===== src/verilog/serial_start_stop_defines.svh =====
/*
 Register offsets, field positions and reset values of the serial channel
 start/stop and interrupt control block.
 Assumes byte addressing on an APB bus with 32-bit data words.
*/
`ifndef SERIAL_START_STOP_DEFINES_SVH
`define SERIAL_START_STOP_DEFINES_SVH

// ----------------------------------------------------------------
// Register byte offsets
// ----------------------------------------------------------------
`define OFS_START_TRIGGER 8'h00
`define OFS_STOP_TRIGGER 8'h04
`define OFS_IRQ_REQUEST 8'h08
`define OFS_IRQ_MASK 8'h0C
`define OFS_CHANNEL_MODE 8'h10
`define OFS_CH0_STATUS 8'h18
`define OFS_CH1_STATUS 8'h1C
`define OFS_EVT_STATUS 8'h20
`define OFS_EVT_CLEAR 8'h24
`define OFS_EVT_ENABLE 8'h28

// ----------------------------------------------------------------
// Field positions
// ----------------------------------------------------------------
`define BIT_SERIAL_IRQ 3
`define BIT_SRC_SEL_CH0 0
`define BIT_SRC_SEL_CH1 1
`define BIT_CHANNEL_SEL 4
`define BIT_CH_ENABLE 0
`define BIT_CH_BUSY 6
`define NUM_CHANNELS 2
`define NUM_EVENTS 4
`define EVT_CH0_IRQ 0
`define EVT_CH1_IRQ 1
`define EVT_START 2
`define EVT_STOP 3

// ----------------------------------------------------------------
// Reset values
// ----------------------------------------------------------------
`define RST_IRQ_REQUEST 1'b0
`define RST_IRQ_MASK 1'b1
`define RST_MODE 3'h0
`define RST_EVT 4'h0

`endif


===== src/verilog/serial_start_stop_pkg.sv =====
/*
 Types shared by the serial channel start/stop block and its channel cell.
 Assumes the defines header is included first.
*/
package serial_start_stop_pkg;

   // ----------------------------------------------------------------
   // Register bank state
   // ----------------------------------------------------------------
   typedef struct packed {
      logic irqRequest;
      logic irqMask;
      logic [1:0] srcSelect;
      logic channelSel;
      logic [3:0] evtStatus;
      logic [3:0] evtEnable;
      logic [31:0] prdata;
      logic pready;
      logic pslverr;
      logic irq;
      logic [1:0] startPulse;
      logic [1:0] stopPulse;
      logic [1:0] enableOut;
   } bank_state_s;

   // ----------------------------------------------------------------
   // Channel state
   // ----------------------------------------------------------------
   typedef enum logic [1:0] {
      CH_STOPPED,
      CH_WAIT,
      CH_RUNNING
   } chan_mode_e;

   typedef struct packed {
      chan_mode_e mode;
   } chan_state_s;

endpackage


===== src/verilog/serial_channel_start_stop_irq.sv =====
/*
 Start/stop trigger and interrupt request/mask bank for a two-channel
 clocked-serial master, reached over APB.
 Assumes the shift datapath reports busy, transfer end and buffer empty
 per channel, synchronous to core_clk.
*/
// How it works
// RULE1 - start bit 1 enables channel, waits
// RULE2 - stop bit 1 clears channel enable
// RULE3 - request flag bit 3 shows pending
// RULE4 - mask bit 3 blocks servicing when 1
// RULE5 - software starts, clears flag, clears mask
// RULE6 - software stops, clears flag, sets mask
// RULE7 - rate setting stays 200 to 2000 kbps
// RULE8 - source select: end or buffer empty
// RULE9 - status bit 6 shows transfer running
// RULE10 - event sets flag regardless of mask
`timescale 1ns/1ps
`include "serial_start_stop_defines.svh"

module serial_channel_start_stop_irq
(
   input wire logic core_clk,
   input wire logic rstn,
   input wire logic psel,
   input wire logic penable,
   input wire logic pwrite,
   input wire logic [7:0] paddr,
   input wire logic [31:0] pwdata,
   output logic [31:0] prdata,
   output logic pready,
   output logic pslverr,
   input wire logic [1:0] xferBusy,
   input wire logic [1:0] xferEnd,
   input wire logic [1:0] bufEmpty,
   output logic [1:0] channelEnable,
   output logic irq
);
   import serial_start_stop_pkg::*;

   // Bank state and its next value
   bank_state_s state_q;
   bank_state_s state_d;
   // Per-channel views from the cells
   logic [1:0] chanEnable;
   logic [1:0] chanBusy;
   logic [1:0] chanEvent;
   // Bus decode helpers
   logic accessPhase;
   logic writeNow;
   logic serialEvent;

   // ----------------------------------------------------------------
   // Channel cells
   // ----------------------------------------------------------------
   // Trigger pulses come from bank flops, so each lasts one cycle
   // Cells see datapath levels and pulses of their own channel only
   generate
      for (genvar ch = 0; ch < `NUM_CHANNELS; ch++)
      begin : g_chan
         serial_channel_cell u_cell
         (
            .core_clk(core_clk),
            .rstn(rstn),
            .startPulse(state_q.startPulse[ch]),
            .stopPulse(state_q.stopPulse[ch]),
            .srcSelect(state_q.srcSelect[ch]),
            .xferBusy(xferBusy[ch]),
            .xferEnd(xferEnd[ch]),
            .bufEmpty(bufEmpty[ch]),
            .channelEnable(chanEnable[ch]),
            .transferInProgress(chanBusy[ch]),
            .irqEvent(chanEvent[ch])
         );
      end
   endgenerate

   // ----------------------------------------------------------------
   // Bus phase decode
   // ----------------------------------------------------------------
   // Access waits one cycle, write lands on the pready edge
   // Read data latched in first access cycle, stands with pready
   assign accessPhase = psel && penable && !state_q.pready;
   assign writeNow = psel && penable && pwrite && state_q.pready;
   // Other channel still lands in event status only
   // Event of the channel routed to the serial request flag
   assign serialEvent = chanEvent[state_q.channelSel];

   // ----------------------------------------------------------------
   // Next state of the register bank
   // ----------------------------------------------------------------
   always_comb
   begin
      state_d = state_q;
      state_d.pready = accessPhase;
      state_d.pslverr = 1'b0;
      state_d.startPulse = 2'b00;
      state_d.stopPulse = 2'b00;
      // Read data and error prepared during the wait cycle
      if (accessPhase)
      begin
         state_d.prdata = 32'h0000_0000;
         if (paddr == `OFS_START_TRIGGER || paddr == `OFS_STOP_TRIGGER || paddr == `OFS_EVT_CLEAR)
         begin
            state_d.prdata = 32'h0000_0000;
         end
         else if (paddr == `OFS_IRQ_REQUEST)
         begin
            // RULE3 flag readback
            state_d.prdata[`BIT_SERIAL_IRQ] = state_q.irqRequest;
         end
         else if (paddr == `OFS_IRQ_MASK)
         begin
            state_d.prdata[`BIT_SERIAL_IRQ] = state_q.irqMask;
         end
         else if (paddr == `OFS_CHANNEL_MODE)
         begin
            state_d.prdata[`BIT_SRC_SEL_CH0] = state_q.srcSelect[0];
            state_d.prdata[`BIT_SRC_SEL_CH1] = state_q.srcSelect[1];
            state_d.prdata[`BIT_CHANNEL_SEL] = state_q.channelSel;
         end
         else if (paddr == `OFS_CH0_STATUS)
         begin
            state_d.prdata[`BIT_CH_ENABLE] = chanEnable[0];
            // RULE9 busy readback
            state_d.prdata[`BIT_CH_BUSY] = chanBusy[0];
         end
         else if (paddr == `OFS_CH1_STATUS)
         begin
            state_d.prdata[`BIT_CH_ENABLE] = chanEnable[1];
            state_d.prdata[`BIT_CH_BUSY] = chanBusy[1];
         end
         else if (paddr == `OFS_EVT_STATUS)
         begin
            state_d.prdata[3:0] = state_q.evtStatus;
         end
         else if (paddr == `OFS_EVT_ENABLE)
         begin
            state_d.prdata[3:0] = state_q.evtEnable;
         end
         else
         begin
            state_d.pslverr = 1'b1;
         end
      end
      // Trigger bits become one-cycle pulses; zero bits do nothing
      // Register writes
      if (writeNow)
      begin
         if (paddr == `OFS_START_TRIGGER)
         begin
            // RULE1 ones trigger, zeros ignored
            state_d.startPulse = pwdata[1:0];
         end
         else if (paddr == `OFS_STOP_TRIGGER)
         begin
            // RULE2 ones trigger, zeros ignored
            state_d.stopPulse = pwdata[1:0];
         end
         else if (paddr == `OFS_IRQ_REQUEST)
         begin
            state_d.irqRequest = pwdata[`BIT_SERIAL_IRQ];
         end
         else if (paddr == `OFS_IRQ_MASK)
         begin
            state_d.irqMask = pwdata[`BIT_SERIAL_IRQ];
         end
         else if (paddr == `OFS_CHANNEL_MODE)
         begin
            state_d.srcSelect[0] = pwdata[`BIT_SRC_SEL_CH0];
            state_d.srcSelect[1] = pwdata[`BIT_SRC_SEL_CH1];
            state_d.channelSel = pwdata[`BIT_CHANNEL_SEL];
         end
         else if (paddr == `OFS_EVT_CLEAR)
         begin
            state_d.evtStatus = state_q.evtStatus & ~pwdata[3:0];
         end
         else if (paddr == `OFS_EVT_ENABLE)
         begin
            state_d.evtEnable = pwdata[3:0];
         end
      end
      // RULE10 event sets flag, mask ignored
      if (serialEvent)
      begin
         state_d.irqRequest = 1'b1;
      end
      // Sticky events win over a clear in the same cycle
      state_d.evtStatus = state_d.evtStatus | {state_q.stopPulse != 2'b00, state_q.startPulse != 2'b00, chanEvent};
      // Registered, so irq trails the flags by one cycle
      // RULE4 mask gates servicing
      state_d.irq = (state_q.irqRequest && !state_q.irqMask) || ((state_q.evtStatus & state_q.evtEnable) != 4'h0);
      // Enable output trails the cell flag by one cycle
      state_d.enableOut = chanEnable;
   end

   // ----------------------------------------------------------------
   // State registers
   // ----------------------------------------------------------------
   // Reset values of the bank; mask comes up set
   always_ff @(posedge core_clk or negedge rstn)
   begin
      if (!rstn)
      begin
         state_q <= '{irqRequest: `RST_IRQ_REQUEST, irqMask: `RST_IRQ_MASK, srcSelect: 2'h0, channelSel: 1'b0,
                      evtStatus: `RST_EVT, evtEnable: `RST_EVT, prdata: 32'h0000_0000, pready: 1'b0,
                      pslverr: 1'b0, irq: 1'b0, startPulse: 2'h0, stopPulse: 2'h0, enableOut: 2'h0};
      end
      else
      begin
         state_q <= state_d;
      end
   end

   // ----------------------------------------------------------------
   // Outputs
   // ----------------------------------------------------------------
   // Outputs straight from flops
   assign prdata = state_q.prdata;
   assign pready = state_q.pready;
   assign pslverr = state_q.pslverr;
   assign irq = state_q.irq;
   assign channelEnable = state_q.enableOut;

endmodule


===== src/verilog/serial_channel_cell.sv =====
/*
 One serial channel: enable flag, communication wait/run state and the
 selected interrupt event.
 Assumes trigger pulses last one cycle and datapath inputs are synchronous.
*/
`timescale 1ns/1ps
`include "serial_start_stop_defines.svh"

module serial_channel_cell
(
   input wire logic core_clk,
   input wire logic rstn,
   input wire logic startPulse,
   input wire logic stopPulse,
   input wire logic srcSelect,
   input wire logic xferBusy,
   input wire logic xferEnd,
   input wire logic bufEmpty,
   output logic channelEnable,
   output logic transferInProgress,
   output logic irqEvent
);
   import serial_start_stop_pkg::*;

   chan_state_s state_q;
   chan_state_s state_d;

   // Next channel state; stop wins over a start in the same cycle
   always_comb
   begin
      state_d = state_q;
      case (state_q.mode)
         CH_STOPPED:
         begin
            // RULE1 start sets enable
            if (startPulse && !stopPulse)
            begin
               state_d.mode = CH_WAIT;
            end
         end
         CH_WAIT:
         begin
            if (stopPulse)
            begin
               state_d.mode = CH_STOPPED;
            end
            else if (xferBusy)
            begin
               state_d.mode = CH_RUNNING;
            end
         end
         CH_RUNNING:
         begin
            // RULE2 stop clears enable
            if (stopPulse)
            begin
               state_d.mode = CH_STOPPED;
            end
            else if (!xferBusy)
            begin
               state_d.mode = CH_WAIT;
            end
         end
         default:
         begin
            state_d.mode = CH_STOPPED;
         end
      endcase
   end

   // State register
   always_ff @(posedge core_clk or negedge rstn)
   begin
      if (!rstn)
      begin
         state_q <= '{mode: CH_STOPPED};
      end
      else
      begin
         state_q <= state_d;
      end
   end

   // Status views
   assign channelEnable = (state_q.mode != CH_STOPPED);
   // RULE9 busy only while running
   assign transferInProgress = (state_q.mode == CH_RUNNING);
   // RULE8 source select picks event
   assign irqEvent = channelEnable && (srcSelect ? bufEmpty : xferEnd);

endmodule


===== config.mk =====
export PLATFORM = sky130hd
export DESIGN_NAME = serial_channel_start_stop_irq
export DESIGN_NICKNAME = d
export VERILOG_FILES = /design/src/verilog/serial_start_stop_pkg.sv /design/src/verilog/serial_channel_start_stop_irq.sv /design/src/verilog/serial_channel_cell.sv
export VERILOG_INCLUDE_DIRS = /design/src /design/src/verilog
export SDC_FILE = /design/constraint.sdc
export NUM_CORES = 1
export LEC_CHECK = 0
export ABC_AREA = 1
export BUFFER_PORTS_ARGS = -buffer_cell sky130_fd_sc_hd__buf_2
export CELL_PAD_IN_SITES_DETAIL_PLACEMENT = 0
export CELL_PAD_IN_SITES_GLOBAL_PLACEMENT = 1
export CORE_UTILIZATION = 36
export DETAILED_ROUTE_END_ITERATION = 8
export HOLD_SLACK_MARGIN = 0.02
export PLACE_DENSITY_LB_ADDON = 0.1
export SYNTH_ARGS = -nofsm -noshare
export SYNTH_HDL_FRONTEND = slang
export SYNTH_SLANG_ARGS = --single-unit
export TNS_END_PERCENT = 10

===== constraint.sdc =====
create_clock -name core_clk -period 2.55 [get_ports core_clk]
set_clock_uncertainty 0.05 [all_clocks]
set_input_delay 0.51 -clock core_clk [delete_from_list [all_inputs] [get_ports core_clk]]
set_output_delay 0.51 -clock core_clk [all_outputs]
set_load 0.01 [all_outputs]

After elaboration in Yosys (flattened, before gate mapping)
Index checks and enable logic that the tools add are counted.
{ "word_totals": {"regBits": 32, "inputBits": 51, "output_inout_bits": 37, "elab_cells": 143} }
{ "classes": {"n_lt_le_gt_ge": 1, "eq_ne": 21, "mux": 64, "n_bitwise": 10, "reduce_logical": 32} }
{ "op_table": {"columns": ["operator", "count"], "rows": [
  ["two-way mux 13 bit", 3],
  ["two-way mux 2 bit", 15],
  ["two-way mux 1 bit", 29],
  ["== test 8 x 5 -> 1 bit (second input constant)", 3],
  ["== test 8 x 6 -> 1 bit (second input constant)", 3],
  ["two-way mux 4 bit", 6],
  ["== test 8 x 4 -> 1 bit (second input constant)", 2],
  ["two-way mux 3 bit", 5],
  ["two-way mux 12 bit", 1],
  ["inequality test 3 bit (second input constant)", 4],
  ["case mux 2 bit (3 select lines)", 2],
  ["nonzero test 2 bit", 6],
  ["two-way mux 11 bit", 1],
  ["logical AND 1 bit", 9],
  ["AND 4 bit", 2],
  ["== test 8 x 3 -> 1 bit (second input constant)", 1],
  ["logical NOT 8 bit", 1],
  ["two-way mux 8 bit", 1],
  ["AND reduction 8 bit", 1],
  ["inverter 1 bit", 6],
  ["AND reduction 3 bit", 2],
  ["AND reduction 6 bit", 1],
  ["two-way mux 5 bit", 1],
  ["AND reduction 5 bit", 1],
  ["12 further kinds", 22]
]} }

Longest topological paths before layout
{ "depth": {"depth_word": 10, "ltp_mapped": 9, "depth_no_buf": 9} }

By module
A second synthesis with hierarchy kept.
{ "unflattened": {"cells_unflattened": 264, "area_unflattened_um2": 2009.4} }
{ "modules_own_cells": {"columns": ["module", "instances", "cells_each", "area_per_inst_um2", "seq_area_each_um2"], "rows": [
  ["serial_channel_start_stop_irq", 1, 218, 1691.6, 701.9],
  ["serial_channel_cell", 2, 23, 158.9, 50.0]
]} }

Worst setup path after synthesis
Ideal clock, no wire load.
{ "synth_timing": {"path_kind": "input port to flip-flop", "startpoint": "in paddr[1]", "endpoint": "reg state_q (netlist bit prdata[0])", "setup_time_ns": 0.116, "t_arrival_ns": 1.181, "t_required_ns": 2.384, "setup_slack_ns": 1.202, "cell_stages": 8, "n_path_buf": 0, "cell_sequence": "nor2_4 -> nand2_1 -> nor2_2 -> nor2_4 -> nand3_2 -> nor2_1 -> nand2_1 -> nand2_1"} }
{ "synth_between": {"elab_chain_len": 9, "word_cells_on_any_way": 20, "cone_classes": "eq/ne: 9; mux: 8; reduce/logical: 3"} }
{ "synth_lines": {"columns": ["item", "line_no", "source"], "rows": [
  ["from (decl)", "serial_channel_start_stop_irq.sv:28", "input wire logic [7:0] paddr,"],
  ["== test 8 x 6 -> 1 bit (no source line)", null, null],
  ["two-way mux 4 bit", "serial_channel_start_stop_irq.sv:137", "else if (paddr == `OFS_EVT_ENABLE)"],
  ["two-way mux 4 bit", "serial_channel_start_stop_irq.sv:133", "else if (paddr == `OFS_EVT_STATUS)"],
  ["two-way mux 1 bit", "serial_channel_start_stop_irq.sv:128", "else if (paddr == `OFS_CH1_STATUS)"],
  ["two-way mux 1 bit", "serial_channel_start_stop_irq.sv:122", "else if (paddr == `OFS_CH0_STATUS)"],
  ["two-way mux 2 bit", "serial_channel_start_stop_irq.sv:116", "else if (paddr == `OFS_CHANNEL_MODE)"],
  ["two-way mux 3 bit", "serial_channel_start_stop_irq.sv:112", "else if (paddr == `OFS_IRQ_MASK)"],
  ["two-way mux 3 bit", "serial_channel_start_stop_irq.sv:107", "else if (paddr == `OFS_IRQ_REQUEST)"],
  ["two-way mux 5 bit *", "serial_channel_start_stop_irq.sv:103", "if (paddr == `OFS_START_TRIGGER || paddr == `OFS_STOP_TRIGGER || paddr == `OFS_EVT_CLEAR)"],
  ["to (signal assigned)", "serial_channel_start_stop_irq.sv:205", "state_q <= '{irqRequest: `RST_IRQ_REQUEST, irqMask: `RST_IRQ_MASK, srcSelect: 2'h0, channelSel: 1'b0,"],
  ["to (signal assigned)", "serial_channel_start_stop_irq.sv:211", "state_q <= state_d;"],
  ["to (decl)", "serial_channel_start_stop_irq.sv:42", "bank_state_s state_q;"]
]} }
Every way passes the cells marked *; elsewhere a longest branch is shown, timed or not.
A chain may end at the register's enable or synchronous reset.

Worst setup path in the final report
{ "layout_timing": {"startpoint": "reg state_q (netlist bit pready)", "endpoint": "out pready"} }
{ "layout_lines": {"columns": ["item", "line_no", "source"], "rows": [
  ["to (decl)", "serial_channel_start_stop_irq.sv:31", "output logic pready,"]
]} }
No word-level cell between the ends.

==> key figures <==
Clocking
  – Buffer count from post-CTS setup fixing: 0
  – Clock Path Buffers: 2
  – CTS tree: done
  – CTS HTree Levels: 2
  – CTS buffer count: 5
  – Clock Root Buffer: clkbuf_8
  – # clock sinks: 32
  – # hold bufs at CTS: 0
  – Clock-pin transition on the worst setup and hold timing paths: 70 ps
  – Clk_lat worst skew: 280 ps
  – Post_cts resized: 0

Critical path
  – CP max stage cell: dfrtp_1
  – Critical Path Stages: 1
  – Startpoint types: flip-flop
  – CP top delay family: flip-flops
  – WP data required: 1990 ps
  – WP buf/inv: 1
  – Kind of critical path: flip-flop to output port
  – Worst EP arrival: 850 ps
  – Worst setup EP type: output port
  – Max Fanout on Critical Path: 3
  – Largest stage delay on the critical path: 420 ps
  – Critical path cell sequence: buf_2
  – R2R cell count: 5

Yosys
  – Synthesized flop and latch total: 32
  – Warning count from the yosys run: 0
  – Register area share after synthesis: 39.3%
  – Synth Cell Area: 2040 sq um
  – Cells after Synth: 263
  – Fraction of post-synthesis cell area in the top cell type by area: 38.0%
  – Avg Inst Size Synth: 7.75 sq um
  – Area contributors post-synth: dfrtp_1, buf_4, nand2_1, inv_1, nor2_4
  – Post-synth top area cell: dfrtp_1
  – Synth cell types: 29

Global routing
  – GR Util met3: 3.21%
  – M2 GR Usage: 24.1%
  – Met1 GRT Util: 20.2%
  – Initial antenna violation count: 0
  – Largest net degree at the start of global routing: 33
  – Total global routing overflow: 0
  – First-pass GRT wire length: 6.89 mm
  – Total track usage: 15.3%
  – GR peak layer: met2
  – Vias in the first global route: 1423

Die
  – Die width: 77.3 um
  – Row cnt: 27
  – Die height: 77.3 um
  – Core Area: 5470 sq um
  – Die ar.: 5970 sq um
  – Initial Util: 37.3%
  – Ports: 88

STA
  – Setup ws final: 1140 ps
  – Max Freq: 710 MHz
  – Final worst-path cycle share: 55.2%
  – RSZ-0062 raised after global routing: false
  – Setup violations, final: 0
  – Measured slew at the worst slew-check pin: 718 ps
  – Max Slew Vio Count: 0
  – Rel. slew slack: 52.1%
  – Final setup TNS: 0 ps
  – Final Hold Viols: 0
  – Tmin final: 1410 ps

Routing
  – Routed Antenna Nets: 0
  – Drt first-iter violations: 42
  – DR DRC count: 0
  – Drt total wl: 4.16 mm
  – DR vias/cell: 4.20
  – Drt wl/cell: 11.3 um
  – DR vias: 1541
  – First drt pass iteration count: 4

Final layout
  – Layout cells sized above 1: 25.1%
  – Fill cells: 636
  – Most common library cell in the layout ignoring fill and taps: nand2_1
  – Nets: 345
  – Most frequent cells in the layout: nand2_1, inv_1, buf_2
  – Synth-to-Final Area Change: 8.71%
  – Ant. Diodes: 0
  – Final core utilization: 40.5%

Placed design
  – Final Wtd Congestion: 0.746
  – Input/output buffers: 34
  – Pre-CTS WS: 872 ps
  – Post-detail-place hpwl: 3.29 mm

Pwr
  – P per Cell Area: 570 nW/um^2
  – Pleak: 1.23 nW
  – Peak VDD IR: 240 uV
  – Total power: 1.26 mW

Flow run
  – Max Cap Viol: 0

Outcome
  – Status: finished, final reports clean

Worst hold path
  – Worst hold path type: primary input to async pin
-- worst paths after layout --
path / startpoint / end / slack (ps)
setup / recovery: pready / pready / 1140
hold / removal: rstn / g_chan[1].u_cell.state_q[0] / 230
setup reg to reg: pready / state_q[50] / 1220
hold reg to reg: state_q[4] / state_q[47] / 410
max in group asynchronous: rstn / state_q[47] / 1760
min in group core_clk: state_q[4] / state_q[47] / 410
-- sequential cells by signal (all words and copies together), names as in the netlist --
name	cells
pslverr	1
state_q	17
g_chan.u_cell.state_q	4
channelEnable	2
prdata	6
irq	1
pready	1
-- kinds of logic (layout without fill, tap and decap cells) --
logic type,Yosys count,count (layout),share of synthesized area [%]
AND/OR/NAND/NOR,122,122,30.5
buffers and inverters,79,86,21.2
flip-flops,32,32,39.3
AO/OA/AOI/OAI,28,28,8.28
other,1,26,0.184
multiplexers,1,1,0.491
-- cell usage after synthesis, drive strengths merged --
master	count
inv	43
nand2	67
buf	35
a31oi	4
o22ai	1
o221ai	1
or2	1
o211ai	4
dfstp	1
dfrtp	31
a21oi	3
nor3	7
nor2	31
nand4	1
mux2i	1
nand3	15
conb	1
o21ai	15
clkinv	1
-- worst register-to-register path, delay by kind of cell, from the launching register on --
| kind | cells | cell delay, ps |
|---|---|---|
| compound gates | 1 | 60 |
| flops | 1 | 400 |
| simple gates | 4 | 710 |
-- layout make-up --
class                           instances  area, sq um  area share (%)
Clock buffer                            8         90.1            4.06
Inverter                               44          166            7.51
Multi-Input combinational cell        177          898            40.5
Sequential cell                        32          802            36.2
Tap cell                               72         90.1            4.06
Timing Repair Buffer                   34          170            7.67
-- stage by stage --
step | cells | hold slack [ps] | cell area [sq um]
CTS | 367 | 255 | 2220
finish | 367 | 232 | 2220
global route | 367 | 296 | 2220
floorplan | 288 | 164 | 2130
global placement | 359 | 381 | 2130
detailed placement | 359 | 396 | 2130
-- layer usage --
layer | wire (um) | vias up
li1 | - | 821
met2 | 1940 | 47
met1 | 2030 | 671
met3 | 148 | 2
met4 | 34 | 0
met5 | 0 | -
-- where the power goes --
part / switching [mW] / total, mW / leakage (nW) / internal (mW)
combinational: 0.193 / 0.285 / 0.786 / 0.0916
sequential: 0.0200 / 0.578 / 0.402 / 0.558
clock: 0.180 / 0.400 / 0.0455 / 0.220
total: 0.394 / 1.26 / 1.23 / 0.870
(Power assumes the default switching activity.)
